$ cat src/pkg/rwd_pkg.sv
package rwd_pkg;
  // Register indices; the byte address on the bus is four times the index
  localparam logic [9:0]  IDX_MODE      = 10'h300;
  localparam logic [9:0]  IDX_CMD       = 10'h301;
  localparam logic [9:0]  IDX_IRQ_STAT  = 10'h302;
  localparam logic [9:0]  IDX_IRQ_MASK  = 10'h303;
  localparam logic [9:0]  IDX_CNT_STAT  = 10'h304;
  // Mode register fields and value after reset
  localparam int          MODE_EN_BIT   = 7;
  localparam int          MODE_PER_LSB  = 5;
  localparam int          MODE_I2_BIT   = 2;
  localparam int          MODE_RST_BIT  = 1;
  localparam logic        EN_RESET      = 1'h1;
  localparam logic [1:0]  PER_RESET     = 2'h0;
  // Command codes
  localparam logic [7:0]  CMD_CLEAR     = 8'h4e;
  localparam logic [7:0]  CMD_DISABLE   = 8'hb1;
  // Counter and reset pulse
  localparam int          CNT_W         = 22;
  localparam logic [4:0]  RST_STATES    = 5'h16;
  // Interrupt status bits
  localparam int          IRQ_EXPIRE    = 0;
  localparam int          IRQ_WRESET    = 1;
  // Counter status fields
  localparam int          CST_ACTIVE    = 24;
  localparam int          CST_COUNTING  = 25;
  // Bus answers
  localparam logic [1:0]  RESP_OKAY     = 2'h0;
  localparam logic [1:0]  RESP_SLVERR   = 2'h2;

  // Address decode shared by the bus slave for both directions
  function automatic logic rwd_hit(input logic [9:0] idx);
    rwd_hit = (idx >= IDX_MODE) && (idx <= IDX_CNT_STAT);
  endfunction
endpackage

$ cat src/pkg/rwd_regbus_if.sv
`timescale 1ns/10ps
// Register strobes between the bus slave and the watchdog core
interface rwd_regbus_if;
  logic        wrStb;
  logic [9:0]  wrIdx;
  logic [7:0]  wrData;
  logic [9:0]  rdIdx;
  logic [31:0] rdData;

  modport axil (
    output wrStb, wrIdx, wrData, rdIdx,
    input  rdData
  );
  modport core (
    input  wrStb, wrIdx, wrData, rdIdx,
    output rdData
  );
endinterface

$ cat src/verilog/rwd_axil_slave.sv
`timescale 1ns/10ps
// AXI4-Lite slave: one write and one read in flight, byte data in lane 0
module rwd_axil_slave (
  input  wire logic        mclk,
  input  wire logic        srst,
  input  wire logic [11:0] awaddr,
  input  wire logic        awvalid,
  output logic             awready,
  input  wire logic [31:0] wdata,
  input  wire logic [3:0]  wstrb,
  input  wire logic        wvalid,
  output logic             wready,
  output logic [1:0]       bresp,
  output logic             bvalid,
  input  wire logic        bready,
  input  wire logic [11:0] araddr,
  input  wire logic        arvalid,
  output logic             arready,
  output logic [31:0]      rdata,
  output logic [1:0]       rresp,
  output logic             rvalid,
  input  wire logic        rready,
  rwd_regbus_if.axil       rb
);
  typedef struct packed {
    logic        awready;
    logic        wready;
    logic        bvalid;
    logic [1:0]  bresp;
    logic [9:0]  wrIdx;
    logic [7:0]  wrData;
    logic        wrEn;
    logic        wrStb;
    logic        arready;
    logic        rPend;
    logic        rvalid;
    logic [1:0]  rresp;
    logic [31:0] rdata;
    logic [9:0]  rdIdx;
  } rwd_axs_t;

  rwd_axs_t state_ff;
  rwd_axs_t nxt_state;

  // Address and data are taken in either order; response after both
  always_comb begin
    nxt_state = state_ff;
    nxt_state.wrStb = 1'b0;
    if (awvalid && state_ff.awready) begin
      nxt_state.wrIdx   = awaddr[11:2];
      nxt_state.awready = 1'b0;
    end
    if (wvalid && state_ff.wready) begin
      nxt_state.wrData = wdata[7:0];
      nxt_state.wrEn   = wstrb[0];
      nxt_state.wready = 1'b0;
    end
    if (!state_ff.awready && !state_ff.wready && !state_ff.bvalid) begin
      nxt_state.wrStb  = state_ff.wrEn && rwd_pkg::rwd_hit(state_ff.wrIdx);
      nxt_state.bvalid = 1'b1;
      nxt_state.bresp  = rwd_pkg::rwd_hit(state_ff.wrIdx) ? rwd_pkg::RESP_OKAY
                                                          : rwd_pkg::RESP_SLVERR;
    end
    if (state_ff.bvalid && bready) begin
      nxt_state.bvalid  = 1'b0;
      nxt_state.awready = 1'b1;
      nxt_state.wready  = 1'b1;
    end
    // Reads have no side effects, so data is sampled a cycle after the address
    if (arvalid && state_ff.arready) begin
      nxt_state.rdIdx   = araddr[11:2];
      nxt_state.arready = 1'b0;
      nxt_state.rPend   = 1'b1;
    end
    if (state_ff.rPend) begin
      nxt_state.rPend  = 1'b0;
      nxt_state.rvalid = 1'b1;
      nxt_state.rdata  = rwd_pkg::rwd_hit(state_ff.rdIdx) ? rb.rdData : 32'h0;
      nxt_state.rresp  = rwd_pkg::rwd_hit(state_ff.rdIdx) ? rwd_pkg::RESP_OKAY
                                                          : rwd_pkg::RESP_SLVERR;
    end
    if (state_ff.rvalid && rready) begin
      nxt_state.rvalid  = 1'b0;
      nxt_state.arready = 1'b1;
    end
  end

  // Ready flags come up one cycle after reset release
  always_ff @(posedge mclk) begin
    if (srst) state_ff <= '0;
    else if (state_ff == '0) state_ff <= '{awready: 1'b1, wready: 1'b1, arready: 1'b1,
                                           default: '0};
    else state_ff <= nxt_state;
  end

  assign awready   = state_ff.awready;
  assign wready    = state_ff.wready;
  assign bvalid    = state_ff.bvalid;
  assign bresp     = state_ff.bresp;
  assign arready   = state_ff.arready;
  assign rvalid    = state_ff.rvalid;
  assign rresp     = state_ff.rresp;
  assign rdata     = state_ff.rdata;
  assign rb.wrStb  = state_ff.wrStb;
  assign rb.wrIdx  = state_ff.wrIdx;
  assign rb.wrData = state_ff.wrData;
  assign rb.rdIdx  = state_ff.rdIdx;
endmodule

$ cat src/verilog/rwd_reset_stretch.sv
`timescale 1ns/10ps
// Holds the internal reset request for a fixed number of states
module rwd_reset_stretch (
  input  wire logic mclk,
  input  wire logic srst,
  input  wire logic trig,
  output logic      rstOut
);
  typedef struct packed {
    logic [4:0] cnt;
    logic       out;
  } rwd_str_t;

  rwd_str_t state_ff;
  rwd_str_t nxt_state;

  // A new trigger while busy restarts the full length
  always_comb begin
    nxt_state = state_ff;
    if (trig) begin
      nxt_state.cnt = rwd_pkg::RST_STATES;
      nxt_state.out = 1'b1;
    end else if (state_ff.cnt != 5'h0) begin
      nxt_state.cnt = state_ff.cnt - 5'h1;
      nxt_state.out = (state_ff.cnt != 5'h1);
    end
  end

  always_ff @(posedge mclk) begin
    if (srst) state_ff <= '0;
    else state_ff <= nxt_state;
  end

  assign rstOut = state_ff.out;
endmodule

$ cat src/verilog/rwd_watchdog_top.sv
`timescale 1ns/10ps
// Contract
// - Counter is 22 binary stages on system clock
// - Period select 00..11 gives 2^15..2^21 cycles
// - Expiry at selected tap raises watchdog interrupt
// - Expiry interrupt cannot be masked
// - Command 4E clears counter, counting resumes
// - Command B1 disables only when enable bit 0
// - Writing enable bit 1 re-enables watchdog
// - After reset enabled, counting, period 00
// - No counting in light sleep one or stop
// - Light sleep two counts only with run bit
// - Reset route bit makes expiry request reset
// - Watchdog reset lasts 22 to 29 states
// - System clock after reset is prescaled half (not done here; the surrounding clock unit owns it)
module rwd_watchdog_top (
  input  wire logic        mclk,
  input  wire logic        srst,
  input  wire logic [11:0] awaddr,
  input  wire logic        awvalid,
  output logic             awready,
  input  wire logic [31:0] wdata,
  input  wire logic [3:0]  wstrb,
  input  wire logic        wvalid,
  output logic             wready,
  output logic [1:0]       bresp,
  output logic             bvalid,
  input  wire logic        bready,
  input  wire logic [11:0] araddr,
  input  wire logic        arvalid,
  output logic             arready,
  output logic [31:0]      rdata,
  output logic [1:0]       rresp,
  output logic             rvalid,
  input  wire logic        rready,
  input  wire logic        lightSleepOne,
  input  wire logic        lightSleepTwo,
  input  wire logic        stopMode,
  output logic             watchdogNmi,
  output logic             wdtResetReq,
  output logic             irq
);
  typedef struct packed {
    logic [rwd_pkg::CNT_W-1:0] cnt;
    logic                      active;
    logic                      enBit;
    logic [1:0]                perSel;
    logic                      idle2Run;
    logic                      rstRoute;
    logic [1:0]                irqStat;
    logic [1:0]                irqMask;
    logic                      nmi;
    logic                      rstTrig;
    logic                      irq;
  } rwd_core_t;

  rwd_core_t core_ff;
  rwd_core_t nxt_core;

  rwd_regbus_if rb ();

  logic counting;
  logic expire;
  logic modeWr;
  logic cmdWr;
  logic statWr;
  logic maskWr;

  // Bus slave; register strobes come back through the interface
  rwd_axil_slave u_axil (
    .mclk    (mclk),
    .srst    (srst),
    .awaddr  (awaddr),
    .awvalid (awvalid),
    .awready (awready),
    .wdata   (wdata),
    .wstrb   (wstrb),
    .wvalid  (wvalid),
    .wready  (wready),
    .bresp   (bresp),
    .bvalid  (bvalid),
    .bready  (bready),
    .araddr  (araddr),
    .arvalid (arvalid),
    .arready (arready),
    .rdata   (rdata),
    .rresp   (rresp),
    .rvalid  (rvalid),
    .rready  (rready),
    .rb      (rb.axil)
  );

  // Stretches the one-cycle trigger into the internal reset request
  rwd_reset_stretch u_stretch (
    .mclk   (mclk),
    .srst   (srst),
    .trig   (core_ff.rstTrig),
    .rstOut (wdtResetReq)
  );

  // True when the low stages selected by the period field are all ones,
  // so the next count carries out of the chosen tap
  function automatic logic rwd_tap_full(input logic [rwd_pkg::CNT_W-1:0] c,
                                        input logic [1:0]                sel);
    case (sel)
      2'h0:    rwd_tap_full = &c[14:0];
      2'h1:    rwd_tap_full = &c[16:0];
      2'h2:    rwd_tap_full = &c[18:0];
      2'h3:    rwd_tap_full = &c[20:0];
      default: rwd_tap_full = 1'b0;
    endcase
  endfunction

  // Mode register image; unused bits and the must-be-zero bit read as zero
  function automatic logic [7:0] rwd_mode_img(input rwd_core_t s);
    logic [7:0] m;
    m = 8'h0;
    m[rwd_pkg::MODE_EN_BIT]                        = s.enBit;
    m[rwd_pkg::MODE_PER_LSB+1:rwd_pkg::MODE_PER_LSB] = s.perSel;
    m[rwd_pkg::MODE_I2_BIT]                        = s.idle2Run;
    m[rwd_pkg::MODE_RST_BIT]                       = s.rstRoute;
    rwd_mode_img = m;
  endfunction

  // Write decode from the bus slave strobe
  assign modeWr = rb.wrStb && (rb.wrIdx == rwd_pkg::IDX_MODE);
  assign cmdWr  = rb.wrStb && (rb.wrIdx == rwd_pkg::IDX_CMD);
  assign statWr = rb.wrStb && (rb.wrIdx == rwd_pkg::IDX_IRQ_STAT);
  assign maskWr = rb.wrStb && (rb.wrIdx == rwd_pkg::IDX_IRQ_MASK);

  // Low-power inputs come from the power controller on mclk, so no sync.
  // mclk is the system clock: one state per edge, and after any reset the
  // clock gear delivers prescaled/2, which the surrounding clock unit owns.
  assign counting = core_ff.active && !lightSleepOne && !stopMode
                    && (!lightSleepTwo || core_ff.idle2Run);
  assign expire   = counting && rwd_tap_full(core_ff.cnt, core_ff.perSel);

  // Read mux; the command register is write-only and reads as zero
  always_comb begin
    rb.rdData = 32'h0;
    case (rb.rdIdx)
      rwd_pkg::IDX_MODE:     rb.rdData[7:0] = rwd_mode_img(core_ff);
      rwd_pkg::IDX_IRQ_STAT: rb.rdData[1:0] = core_ff.irqStat;
      rwd_pkg::IDX_IRQ_MASK: rb.rdData[1:0] = core_ff.irqMask;
      rwd_pkg::IDX_CNT_STAT: begin
        rb.rdData[rwd_pkg::CNT_W-1:0]     = core_ff.cnt;
        rb.rdData[rwd_pkg::CST_ACTIVE]   = core_ff.active;
        rb.rdData[rwd_pkg::CST_COUNTING] = counting;
      end
      default:               rb.rdData = 32'h0;
    endcase
  end

  // Next-state logic for the whole watchdog
  always_comb begin
    nxt_core = core_ff;
    nxt_core.nmi     = 1'b0;
    nxt_core.rstTrig = 1'b0;

    // Counting and expiry; the counter restarts so a stuck CPU sees
    // a fresh interrupt every period rather than a single one
    if (expire) begin
      nxt_core.cnt = '0;
      nxt_core.nmi = 1'b1;
      nxt_core.rstTrig = core_ff.rstRoute;
    end else if (counting) begin
      nxt_core.cnt = core_ff.cnt + 22'h1;
    end

    // Mode register write; bit 0 is ignored
    if (modeWr) begin
      nxt_core.enBit    = rb.wrData[rwd_pkg::MODE_EN_BIT];
      nxt_core.perSel   = rb.wrData[rwd_pkg::MODE_PER_LSB+1:rwd_pkg::MODE_PER_LSB];
      nxt_core.idle2Run = rb.wrData[rwd_pkg::MODE_I2_BIT];
      nxt_core.rstRoute = rb.wrData[rwd_pkg::MODE_RST_BIT];
      if (rb.wrData[rwd_pkg::MODE_EN_BIT]) begin
        nxt_core.active = 1'b1;
      end
    end

    // Command register: only the two codes act, anything else is dropped.
    // Disable needs the enable bit already low, which makes a runaway
    // program unlikely to switch the watchdog off by accident.
    if (cmdWr) begin
      case (rb.wrData)
        rwd_pkg::CMD_CLEAR:   nxt_core.cnt = '0;
        rwd_pkg::CMD_DISABLE: begin
          if (!core_ff.enBit) begin
            nxt_core.active = 1'b0;
          end
        end
        default:              nxt_core.active = core_ff.active;
      endcase
    end

    // Mask register
    if (maskWr) begin
      nxt_core.irqMask = rb.wrData[1:0];
    end

    // Sticky status: write one to clear, a same-cycle event wins
    if (statWr) begin
      nxt_core.irqStat = core_ff.irqStat & ~rb.wrData[1:0];
    end
    if (expire) begin
      nxt_core.irqStat[rwd_pkg::IRQ_EXPIRE] = 1'b1;
    end
    if (expire && core_ff.rstRoute) begin
      nxt_core.irqStat[rwd_pkg::IRQ_WRESET] = 1'b1;
    end

    // Level interrupt registered from next-state status and mask
    nxt_core.irq = |(nxt_core.irqStat & nxt_core.irqMask);
  end

  // Reset leaves the watchdog enabled and counting at the shortest period
  always_ff @(posedge mclk) begin
    if (srst) begin
      core_ff        <= '0;
      core_ff.active <= rwd_pkg::EN_RESET;
      core_ff.enBit  <= rwd_pkg::EN_RESET;
      core_ff.perSel <= rwd_pkg::PER_RESET;
    end else begin
      core_ff <= nxt_core;
    end
  end

  // The stretch module holds the request for a fixed count of states
  // inside the allowed window, so a late gear change cannot shorten it
  assign watchdogNmi = core_ff.nmi;
  assign irq         = core_ff.irq;
endmodule
$ cat config.mk
export PLATFORM = sky130hd
export DESIGN_NAME = rwd_watchdog_top
export DESIGN_NICKNAME = d
export VERILOG_FILES = /design/src/pkg/rwd_pkg.sv /design/src/pkg/rwd_regbus_if.sv /design/src/verilog/rwd_axil_slave.sv /design/src/verilog/rwd_reset_stretch.sv /design/src/verilog/rwd_watchdog_top.sv
export SDC_FILE = /design/constraint.sdc
export NUM_CORES = 1
export LEC_CHECK = 0
export ABC_AREA = 1
export BUFFER_PORTS_ARGS = -buffer_cell sky130_fd_sc_hd__clkbuf_2
export CAP_MARGIN = 30
export CORE_MARGIN = 2
export CORE_UTILIZATION = 54
export DETAILED_ROUTE_END_ITERATION = 8
export PLACE_DENSITY = 0.9
export SLEW_MARGIN = 30
export SYNTH_ARGS = -nofsm -noshare
export SYNTH_HDL_FRONTEND = slang
export SYNTH_SLANG_ARGS = --single-unit
$ cat constraint.sdc
create_clock -name mclk -period 2.11 [get_ports mclk]
set_input_delay 0.3165 -clock mclk [delete_from_list [all_inputs] [get_ports mclk]]
set_output_delay 0.3165 -clock mclk [all_outputs]
set_load 0.02 [all_outputs]
# ---- Word level (Yosys, flattened, before mapping)
# Index checks and enable logic that the tools add are counted.
dict set report word_totals {
  inputBits 70
  out_inout_bits 44
  ff_bits 113
}
dict set report classes {
  n_reduce_logical 45
  order_cmp 4
  n_eq_ne 15
  bitwise_logic 5
  addsub 2
  muxes 36
}
# op count
set ops {}
lappend ops {{10-bit == test, second input constant} 8}
lappend ops {{72-bit zero test} 1}
lappend ops {{72-bit 2-to-1 mux} 1}
lappend ops {{22-bit 2-to-1 mux} 3}
lappend ops {{36-bit 2-to-1 mux} 1}
lappend ops {{26-bit 2-to-1 mux} 1}
lappend ops {{23-bit 2-to-1 mux} 1}
lappend ops {{22-bit by 1-bit adder with 22-bit output, second input constant} 1}
lappend ops {{21-bit AND reduction} 1}
lappend ops {{10-bit greater-or-equal comparator, second input constant} 2}
lappend ops {{10-bit less-or-equal comparator, second input constant} 2}
lappend ops {{10-bit 2-to-1 mux} 2}
lappend ops {{1-bit logical AND} 19}
lappend ops {{19-bit AND reduction} 1}
lappend ops {{6-bit 2-to-1 mux} 3}
lappend ops {{17-bit AND reduction} 1}
lappend ops {{15-bit AND reduction} 1}
lappend ops {{14-bit 2-to-1 mux} 1}
lappend ops {{2-bit 2-to-1 mux} 7}
lappend ops {{6-bit one-hot mux with 2 select lines} 1}
lappend ops {{3-bit OR reduction} 4}
lappend ops {{1-bit 2-to-1 mux} 9}
lappend ops {{9-bit 2-to-1 mux} 1}
lappend ops {{3-bit nonzero test} 3}
lappend ops {{other kinds (20)} 32}

# ---- Longest topological paths before layout
# Gate-level depths: netlist of run 1.
dict set report logic_depth {
  depth_word 9
  depth_mapped 13
  ltp_nobuf 13
}

# ---- Hierarchy
# Synthesis of run 1 repeated with hierarchy kept, for this count alone.
dict set report hier_totals {
  cells_unflattened 838
  hier_area_um2 5943.2
}
# mod n_inst area_per_inst_um2 seq_area_each_um2 cells_per_inst
set modules_own_cells {}
lappend modules_own_cells {rwd_axil_slave 1 3517.1 1401.3 452}
lappend modules_own_cells {rwd_watchdog_top 1 2103.3 700.7 339}
lappend modules_own_cells {rwd_reset_stretch 1 322.8 120.1 47}

# ---- Worst setup path before layout of run 1
# OpenSTA, ideal clock, no wires.
dict set report synth_path {
  path_kind {reg-to-reg}
  start {register core_ff[13] (netlist bit)}
  end {register core_ff[24] (netlist bit)}
  stages_incl_launch_ff 13
  path_slack_ns 0.344
  arrival_ns 1.650
  path_buffers 1
  setup_ns 0.116
  path_cell_list {dfxtp_1 > ha_1 > nand3_1 > nor2_1 > nand2_1 > nor2_1 > ha_1 > a21oi_1 > nand2_1 > nand3_2 > nand3_2 > buf_4 > nor2_1}
}
dict set report synth_between {
  elab_chain_len 6
  elab_cells_between_ends 11
  cone_classes {1 x add/sub; 5 x mux; 5 x reduce/logical}
}
# element line_no
set synth_rtl {}
lappend synth_rtl {{from (decl)} rwd_watchdog_top.sv:57} ;# rwd_core_t core_ff;
lappend synth_rtl {{from (signal assigned)} rwd_watchdog_top.sv:224} ;# core_ff <= nxt_core;
lappend synth_rtl {{branches (longest 3 deep; another with 22-bit by 1-bit adder with 22-bit output)} -}
lappend synth_rtl {{22-bit 2-to-1 mux *} rwd_watchdog_top.sv:162} ;# if (expire) begin
lappend synth_rtl {{22-bit 2-to-1 mux} rwd_watchdog_top.sv:185} ;# case (rb.wrData)
lappend synth_rtl {{23-bit 2-to-1 mux *} rwd_watchdog_top.sv:184} ;# if (cmdWr) begin
# Mark *: on every way between the ends.
# A chain may end at the register's enable or synchronous reset.

# ---- Final worst setup path of run 1
dict set report layout_path {
  start {register u_axil.state_ff (netlist bit u_axil.rb.rdIdx[7])}
  end {register u_axil.state_ff (netlist bit u_axil.rdata[13])}
}
dict set report layout_between {
  elab_chain_len 3
  elab_cells_between_ends 8
  cone_classes {2 x order compare; 1 x eq/ne; 2 x mux; 3 x reduce/logical}
}
# element line_no
set layout_rtl {}
lappend layout_rtl {{from (decl)} rwd_axil_slave.sv:42} ;# rwd_axs_t state_ff;
lappend layout_rtl {{from (signal assigned)} rwd_axil_slave.sv:91} ;# else if (state_ff == '0) state_ff <= '{awready: 1'b1, wready: 1'b1, arready: 1'b1,
lappend layout_rtl {{from (signal assigned)} rwd_axil_slave.sv:93} ;# else state_ff <= nxt_state;
lappend layout_rtl {{10-bit greater-or-equal comparator (tied with other cells)} rwd_pkg.sv:33} ;# rwd_hit = (idx >= IDX_MODE) && (idx <= IDX_CNT_STAT);
lappend layout_rtl {{1-bit logical AND / 14-bit 2-to-1 mux (equally long branches)} {rwd_pkg.sv:33, rwd_watchdog_top.sv:141}}
lappend layout_rtl {{26-bit 2-to-1 mux} rwd_axil_slave.sv:78} ;# nxt_state.rdata = rwd_pkg::rwd_hit(state_ff.rdIdx) ? rb.rdData : 32'h0;
# Parallel ways exist; a longest one is shown, timed or not.

==> flow_summary_export.csv, run 1 <==
group,metric,value,unit
worst_setup_path,timing.rr.end,"u_axil.rdata[13]",
worst_setup_path,critPathArrivalTime,2.16,ns
floorplanning,horizontal_die_dimension,100,um
worst_setup_path,timing.critical_path.required,2.36,ns
sta,maxClockFrequency,523,MHz
final_layout,filler_cell_count,821,
global_route,grt_start_max_net_pins,35,
place,count_of_buffers_inserted_at_the_top_level_ports,72,
sta,drv_slew,0,
clocking,cts.sink_count,103,
synthesis,post_synthesis_adder_cell_area_fraction,0.00997,
synthesis,synth_simple_gate_area_frac,0.322,
clocking,cts_root_buf,"clkbuf_8",
sta,slew_headroom,0.640,
drt,remaining_drc_errors,0,
drt,via_count,4687,
floorplanning,placementRows,35,
sta,max_slew.worst_pin.slew,0.540,ns
sta,final_hold_viol_count,0,
global_route,grt_antenna_before_repair,0,
synthesis,synth_compound_gate_area_share,0.0947,
job,cap_violations,0,
synthesis,synth_area_leader,"dfxtp_1",
global_route,overflow,0,
drt,drt_first_pass_iters,7,
synthesis,main_combinational_cell_family_by_area_after_synthesis,"simple AND/OR/NAND/NOR gates",
worst_setup_path,critical_path.endpoint_type,"flop",
worst_setup_path,crit_path_cell_trace,"nor2_1 > nand2_1 > inv_1 > nand3_1 > nor3_1 > nand2_2 > nand2_2 > buf_4 > a21oi_1",
sta,grt_setup_unrepaired,"no",
clocking,clock_tree.buffer_depth,2,
clocking,holdBufCountCts,0,
floorplanning,core_area,0.00911,mm2
outcome,status,"finished, final reports clean",
drt,wl,11400,um
sta,min_clock_period_post_route,1.91,ns
worst_setup_path,critPathKind,"reg2reg",
synthesis,syn-cell-area,0.00502,mm2
synthesis,post_synth_inst_count,720,
synthesis,post_synth_num_cell_types,32,
floorplanning,start_util,0.551,
drt,drt-initial-drc-count,346,
drt,antenna_left,0,
floorplanning,boundary_pin_count,114,
power_and_ir_drop,power_per_cell_area,880,mW/mm2
clocking,clkLatencyLatePin,0.37,ns
worst_setup_path,crit_slowest_cell,"nor3_1",
drt,highest-signal-layer,"met4",
final_layout,layout.nets,837,
synthesis,synth.yosys.warnings,0,
power_and_ir_drop,power.total,4.77,mW
worst_setup_path,last_element_of_the_critical_path,"u_axil.rdata[13]",
floorplanning,die_h,100,um
worst_setup_path,path_depth_of_the_worst_reg2reg_path,9,
global_route,global_route.usage.total,0.231,
synthesis,postSynthRegisterBits,103,
synthesis,ys_top_cells_by_area,"dfxtp_1, nand2_1, nand3_1",
drt,detailroute.wirelength.met2,5050,um
place,finalWeightedCongestion,0.926,
drt,route.layer.met1.wl,5300,um
global_route,grt_pass1_wl,18900,um
power_and_ir_drop,cellLeakagePower,2.29,nW
sta,finish_stage_setup_viols,0,
floorplanning,die_area,0.0101,mm2
synthesis,netlist.area_leader.share,0.411,
power_and_ir_drop,ir_drop,0.399,mV
synthesis,syn_area_per_cell,6.97,um2
synthesis,synth_xor_xnor_area_share,0.0279,
final_layout,seq_area,0.00206,mm2
final_layout,drive_gt1_frac,0.143,
worst_setup_path,worst_path_most_repeated_cell,"nand2_2",
clocking,tritoncts.num_buffers,9,
min_path,hold_path_class,"in2reg",
final_layout,antenna-diode-count,0,
synthesis,post_synth_mux_area_share,0.00399,
worst_setup_path,reg2reg_from,"u_axil.rb.rdIdx[7]",
worst_setup_path,path_max_fanout,34,
worst_setup_path,max_stage_delay,0.38,ns
worst_setup_path,critical_path.startpoint_type,"flop",
clocking,clkTransAtPathRegs,0.10,ns
place,detailed_place.area,0.00524,mm2
final_layout,finish.instance_area,0.00543,mm2
final_layout,multi_input_area,0.00234,mm2
clocking,cts.htree.levels,3,
global_route,first_global_vias,4217,
worst_setup_path,worst_setup_startpoint,"u_axil.rb.rdIdx[7]",
sta,skew,0.00975,ns
synthesis,ys_seq_area_frac,0.411,
drt,drt-wirelength-per-cell,12.9,um
sta,period_share,0.906,
drt,met3WireLength,813,um
place,detailed_place_hpwl,8240,um
sta,setup_tns,0,ns
worst_setup_path,worst_reg_to_reg_setup_slack,0.20,ns
drt,via_per_inst,5.33,
final_layout,area.growth.synth_to_final,8.13,%
clocking,tritoncts,"yes",
-- placed cells by master, fill, tap and decap left out, drive strengths merged, types with 2 or more instances in the layout --
| cell type | netlist | routed |
|---|---|---|
| o211ai | 2 | 2 |
| clkinvlp | 0 | 2 |
| nor3 | 18 | 18 |
| dfxtp | 103 | 103 |
| o22ai | 2 | 2 |
| buf | 49 | 13 |
| ha | 4 | 4 |
| clkbuf | 13 | 83 |
| a21oi | 67 | 67 |
| nor2 | 97 | 97 |
| nand3 | 74 | 74 |
| conb | 1 | 10 |
| xor2 | 14 | 14 |
| xnor2 | 2 | 2 |
| nand4 | 10 | 10 |
| mux2i | 2 | 2 |
| nand2 | 176 | 176 |
| o21ai | 18 | 18 |
| clkinv | 0 | 2 |
| inv | 61 | 62 |
-- cells by family after synthesis --
logic type,Yosys count
mux,2
simple gates,379
fa+ha+maj,4
other cells,1
flops,103
buf+inv,123
compound gates,92
xor+xnor,16
-- cell type report --
type / instances / area share
Clock buffer: 11 / 0.0261
Clock inverter: 5 / 0.00761
Multi-Input combinational cell: 503 / 0.432
Inverter: 61 / 0.0422
Tap cell: 111 / 0.0256
Sequential cell: 103 / 0.380
Timing Repair Buffer: 85 / 0.0867
-- repair_timing --
item / in CTS / in global routing
endpoints found under the setup margin: 0 / 1
setup buffers: 0 / 0
gates resized for setup: 0 / 1
-- worst max-delay path, delay by kind of cell, from the launching register on --
kind                   cells  cell delay, ns
AOI/OAI and AO/OA          1            0.09
buffers and inverters      2            0.41
DFF                        1            0.33
and+or+nand+nor            6            0.96
-- how the worst min path moves through the flow --
stage,slack (ns),endpoint,cells after the start,start
floorplan,0.41,core_ff[4],1,srst
global placement,0.45,u_axil.rb.rdIdx[6],2,u_axil.rb.rdIdx[6]
detailed placement,0.45,u_axil.rb.wrIdx[7],2,u_axil.rb.wrIdx[7]
CTS,0.16,u_axil.rb.wrData[3],3,wdata[3]
global route,0.17,u_axil.rb.wrData[3],3,wdata[3]
finish,0.17,u_axil.rb.wrData[3],3,wdata[3]
-- synthesized netlist by cell type --
cell	n
nand2_1	174
dfxtp_1	103
nor2_1	96
nand3_1	72
a21oi_1	67
inv_1	61
buf_4	38
o21ai_0	18
nor3_1	14
xor2_1	14
clkbuf_1	13
nand4_1	10
buf_2	6
buf_6	5
ha_1	4
nor3_2	3
mux2i_1	2
nand2_2	2
nand3_2	2
o211ai_1	2
o22ai_1	2
xnor2_1	2
a211oi_1	1
a31oi_1	1
and3_1	1
conb_1	1
nand3b_1	1
nor2_2	1
nor3_4	1
nor4_1	1
o311ai_0	1
or2_1	1
-- power by group --
| part | leakage, nW | internal, mW | switching, mW |
|---|---|---|---|
| sequential | 0.834 | 2.11 | 0.179 |
| combinational | 1.37 | 0.441 | 0.877 |
| clock | 0.0861 | 0.471 | 0.699 |
-- stage by stage --
stage	cells	hold WS, ns	util	worst slack, ns
floorplan	729	0.406	-	0.344
detailed placement	863	0.453	0.575	0.267
CTS	879	0.164	0.595	0.238
global placement	863	0.450	0.575	0.308
global route	879	0.167	0.596	0.0334
finish	879	0.171	0.596	0.198
-- state kept, by name (all words and copies together), names as in the netlist, 2 cells and up --
register,flops
u_axil.rb.wrIdx,10
u_axil.rdata,24
core_ff,33
u_stretch.state_ff,5
u_axil.rb.wrData,8
u_axil.rb.rdIdx,10
u_axil.state_ff,2
-- per-layer routing --
metal / GRT usage / up-vias
met5: 0 / -
met4: 0.0959 / 0
met3: 0.0334 / 19
met2: 0.356 / 203
met1: 0.326 / 2112
li1: - / 2353
(Power assumes the default switching activity.)
==> run 2: changes to the inputs <==
Settings changed: CORE_UTILIZATION 54 to 56, PLACE_DENSITY 0.9 to 0.91, SYNTH_HIERARCHICAL from default to 1.
==> run 2 against run 1 <==
Effect of this change: critical endpoint is now core_ff[18]; via count is 13% higher; sequential cell count is 8 higher; setup slack hardly changed; synthesized cell count is 16% higher.
==> flow_summary_export.csv, run 2 <==
group,metric,value,unit
synthesis,synth.yosys.warnings,6,
synthesis,synth_area_leader,"dfxtp_1",
drt,drt-initial-drc-count,278,
drt,remaining_drc_errors,0,
drt,via_per_inst,5.31,
worst_setup_path,critical_path.startpoint_type,"flop",
min_path,hold_path_class,"in2reg",
floorplanning,die_area,0.0115,mm2
synthesis,synth_commonest_cells,"nand2_1, nor2_1, dfxtp_1",
synthesis,postSynthRegisterBits,111,
sta,min_clock_period_post_route,1.91,ns
sta,drv_slew,0,
worst_setup_path,worst_reg_to_reg_setup_slack,0.20,ns
global_route,groute.layer.met2.usage,0.403,
worst_setup_path,critPathArrivalTime,2.18,ns
drt,drt_first_pass_iters,5,
worst_setup_path,critical_path.endpoint_type,"flop",
synthesis,netlist.area_leader.share,0.374,
worst_setup_path,worst_setup_startpoint,"core_ff[14]",
synthesis,asyncSetResetFlopFracSynth,0,
global_route,grt_pass1_wl,21900,um
synthesis,main_flop_type_after_synthesis,"dfxtp_1",
sta,period_share,0.906,
place,count_of_buffers_inserted_at_the_top_level_ports,80,
clocking,clkLatencyLatePin,0.38,ns
final_layout,drive_gt1_frac,0.190,
global_route,grt_start_max_net_pins,34,
sta,final_hold_viol_count,0,
global_route,grt_antenna_before_repair,0,
global_route,global_route.usage.total,0.234,
worst_setup_path,timing.critical_path.required,2.38,ns
clocking,cts.sink_count,111,
worst_setup_path,last_element_of_the_critical_path,"core_ff[18]",
power_and_ir_drop,cellLeakagePower,2.39,nW
sta,grt_setup_unrepaired,"no",
drt,via_count,5288,
floorplanning,start_util,0.576,
sta,max_slew.worst_pin.slew,0.542,ns
final_layout,number_of_non_filler_instances_in_the_completed_layout,995,
final_layout,largest_register_ff_count,33,
synthesis,post_synth_inst_count,838,
final_layout,area.growth.synth_to_final,4.00,%
clocking,cts_root_buf,"clkbuf_8",
global_route,use_met1,0.295,
power_and_ir_drop,ir_drop,0.639,mV
final_layout,regMostFlops,"core_ff",
clocking,postCtsSetupBuffers,0,
job,cap_violations,0,
synthesis,yosysMostFrequentCell,"nand2_1",
final_layout,layout_common_cells,"nand2_1, nor2_1, dfxtp_1",
synthesis,syn-cell-area,0.00594,mm2
outcome,status,"finished, final reports clean",
final_layout,filler_cell_count,967,
power_and_ir_drop,power_per_cell_area,826,mW/mm2
synthesis,synth-edff-count,0,
floorplanning,core_area,0.0103,mm2
sta,finish_stage_setup_viols,0,
worst_setup_path,path_max_fanout,22,
synthesis,post_synth_num_cell_types,39,
drt,drt-wirelength-per-cell,12.9,um
place,finalWeightedCongestion,0.918,
floorplanning,boundary_pin_count,114,
drt,wl,12900,um
sta,skew,0.0114,ns
clocking,clkTransAtPathRegs,0.10,ns
clocking,tritoncts.num_buffers,9,
final_layout,antenna-diode-count,0,
floorplanning,horizontal_die_dimension,107,um
worst_setup_path,reg2reg_from,"core_ff[14]",
final_layout,most_common_cell_after_layout_fill_and_taps_aside,"nand2_1",
sta,maxClockFrequency,523,MHz
worst_setup_path,timing.rr.end,"core_ff[18]",
final_layout,final_core_utilization,0.599,
floorplanning,placementRows,37,
clocking,tritoncts,"yes",
global_route,first_global_vias,4850,
sta,slew_headroom,0.635,
synthesis,syn_area_per_cell,7.09,um2
worst_setup_path,path_depth_of_the_worst_reg2reg_path,12,
drt,antenna_left,0,
clocking,cts.htree.levels,3,
synthesis,ys_top_cells_by_area,"dfxtp_1, nand2_1, buf_4",
floorplanning,die_h,107,um
final_layout,layout.nets,929,
sta,setup_tns,0,ns
clocking,clock_tree.buffer_depth,2,
place,detailed_place_hpwl,9590,um
place,dp.cells,980,
worst_setup_path,critPathKind,"reg2reg",
synthesis,ys_seq_area_frac,0.374,
global_route,grt-busiest-layer,"met2",
global_route,globalRouteMet3Util,0.0529,
global_route,overflow,0,
[run 2: cell types whose count changed after synthesis, moves of 5 or more]
cell      before  now
dfxtp_1      103  111
clkbuf_1      13   18
buf_4         38   65
nand2_1      174  189
o21ai_0       18   13
a21oi_2        0   32
nand4_1       10   45
nand3_1       72   52
nor2_1        96  126
a21oi_1       67   57
[run 2: cell families (layout without fill, tap and decap cells)]
| family | count (synthesis) | count (layout) | share of synthesized area |
|---|---|---|---|
| adder cells (fa/ha/maj) | 4 | 4 | 0.00842 |
| XOR/XNOR | 11 | 11 | 0.0162 |
| AND/OR/NAND/NOR | 446 | 446 | 0.332 |
| AO/OA/AOI/OAI | 109 | 109 | 0.115 |
| flip-flops | 111 | 111 | 0.374 |
| other | 2 | 10 | 0.00126 |
| buffers and inverters | 155 | 168 | 0.153 |
[run 2: per-layer routing]
layer  wire, um  up-vias
met4        152        0
met3        704       16
met2       6280      166
met5          0        -
met1       5750     2414
li1           -     2692
[run 2: layout make-up]
| type | instances | area (um2) | area share |
|---|---|---|---|
| well taps | 136 | 170 | 0.0275 |
| clock buffers | 9 | 124 | 0.0200 |
| inverters | 58 | 218 | 0.0352 |
| flip-flops and latches | 111 | 2220 | 0.360 |
| repair buffers | 95 | 551 | 0.0891 |
| clock inverters | 6 | 46.3 | 0.00749 |
| multi-input cells | 580 | 2850 | 0.461 |
[run 2: timing repair]
| action | in CTS | in global routing |
|---|---|---|
| hold buffers | 0 | 0 |
| resized for setup | 0 | 3 |
| endpoints found under the setup margin | 0 | 22 |
[run 2: metrics by stage]
stage                     cell area [um2]  power, mW  setup WS, ns  hold WS, ns
after floorplan                      5970       3.81         0.281        0.386
after global placement               6000       3.93         0.224        0.458
after detailed placement             6000       3.98         0.155        0.469
after CTS                            6170       5.12         0.135        0.150
after global routing                 6180       5.44        0.0218        0.143
final                                6180       5.11         0.199        0.163
[run 2: worst max-delay path, cell delays in order, from the launching register on]
cell	delay (ns)
dfxtp_2	0.36
ha_2	0.19
nand3_1	0.10
nor2_2	0.14
nand2_1	0.08
nor2_1	0.11
ha_1	0.16
a21oi_1	0.08
a21oi_2	0.17
nand2_2	0.10
nand2_2	0.09
buf_12	0.17
nor2_1	0.06
[run 2: how the worst min path moves through the flow]
| stage | end | from | depth (start not counted) |
|---|---|---|---|
| final | u_axil/rb.wrIdx[9] | awaddr[11] | 3 |
| after global routing | u_axil/rb.wrIdx[9] | awaddr[11] | 3 |
| after CTS | u_axil/rb.wrIdx[9] | awaddr[11] | 3 |
| after detailed placement | u_axil/rdata[28] | u_axil/rdata[28] | 2 |
| after global placement | core_ff[12] | core_ff[11] | 2 |
| after floorplan | u_axil/arready | srst | 1 |
[run 2: where the power goes]
part / internal [mW] / switching, mW / total (mW)
combinational: 0.516 / 1.03 / 1.55
clock: 0.430 / 0.733 / 1.16
sequential: 2.25 / 0.146 / 2.40
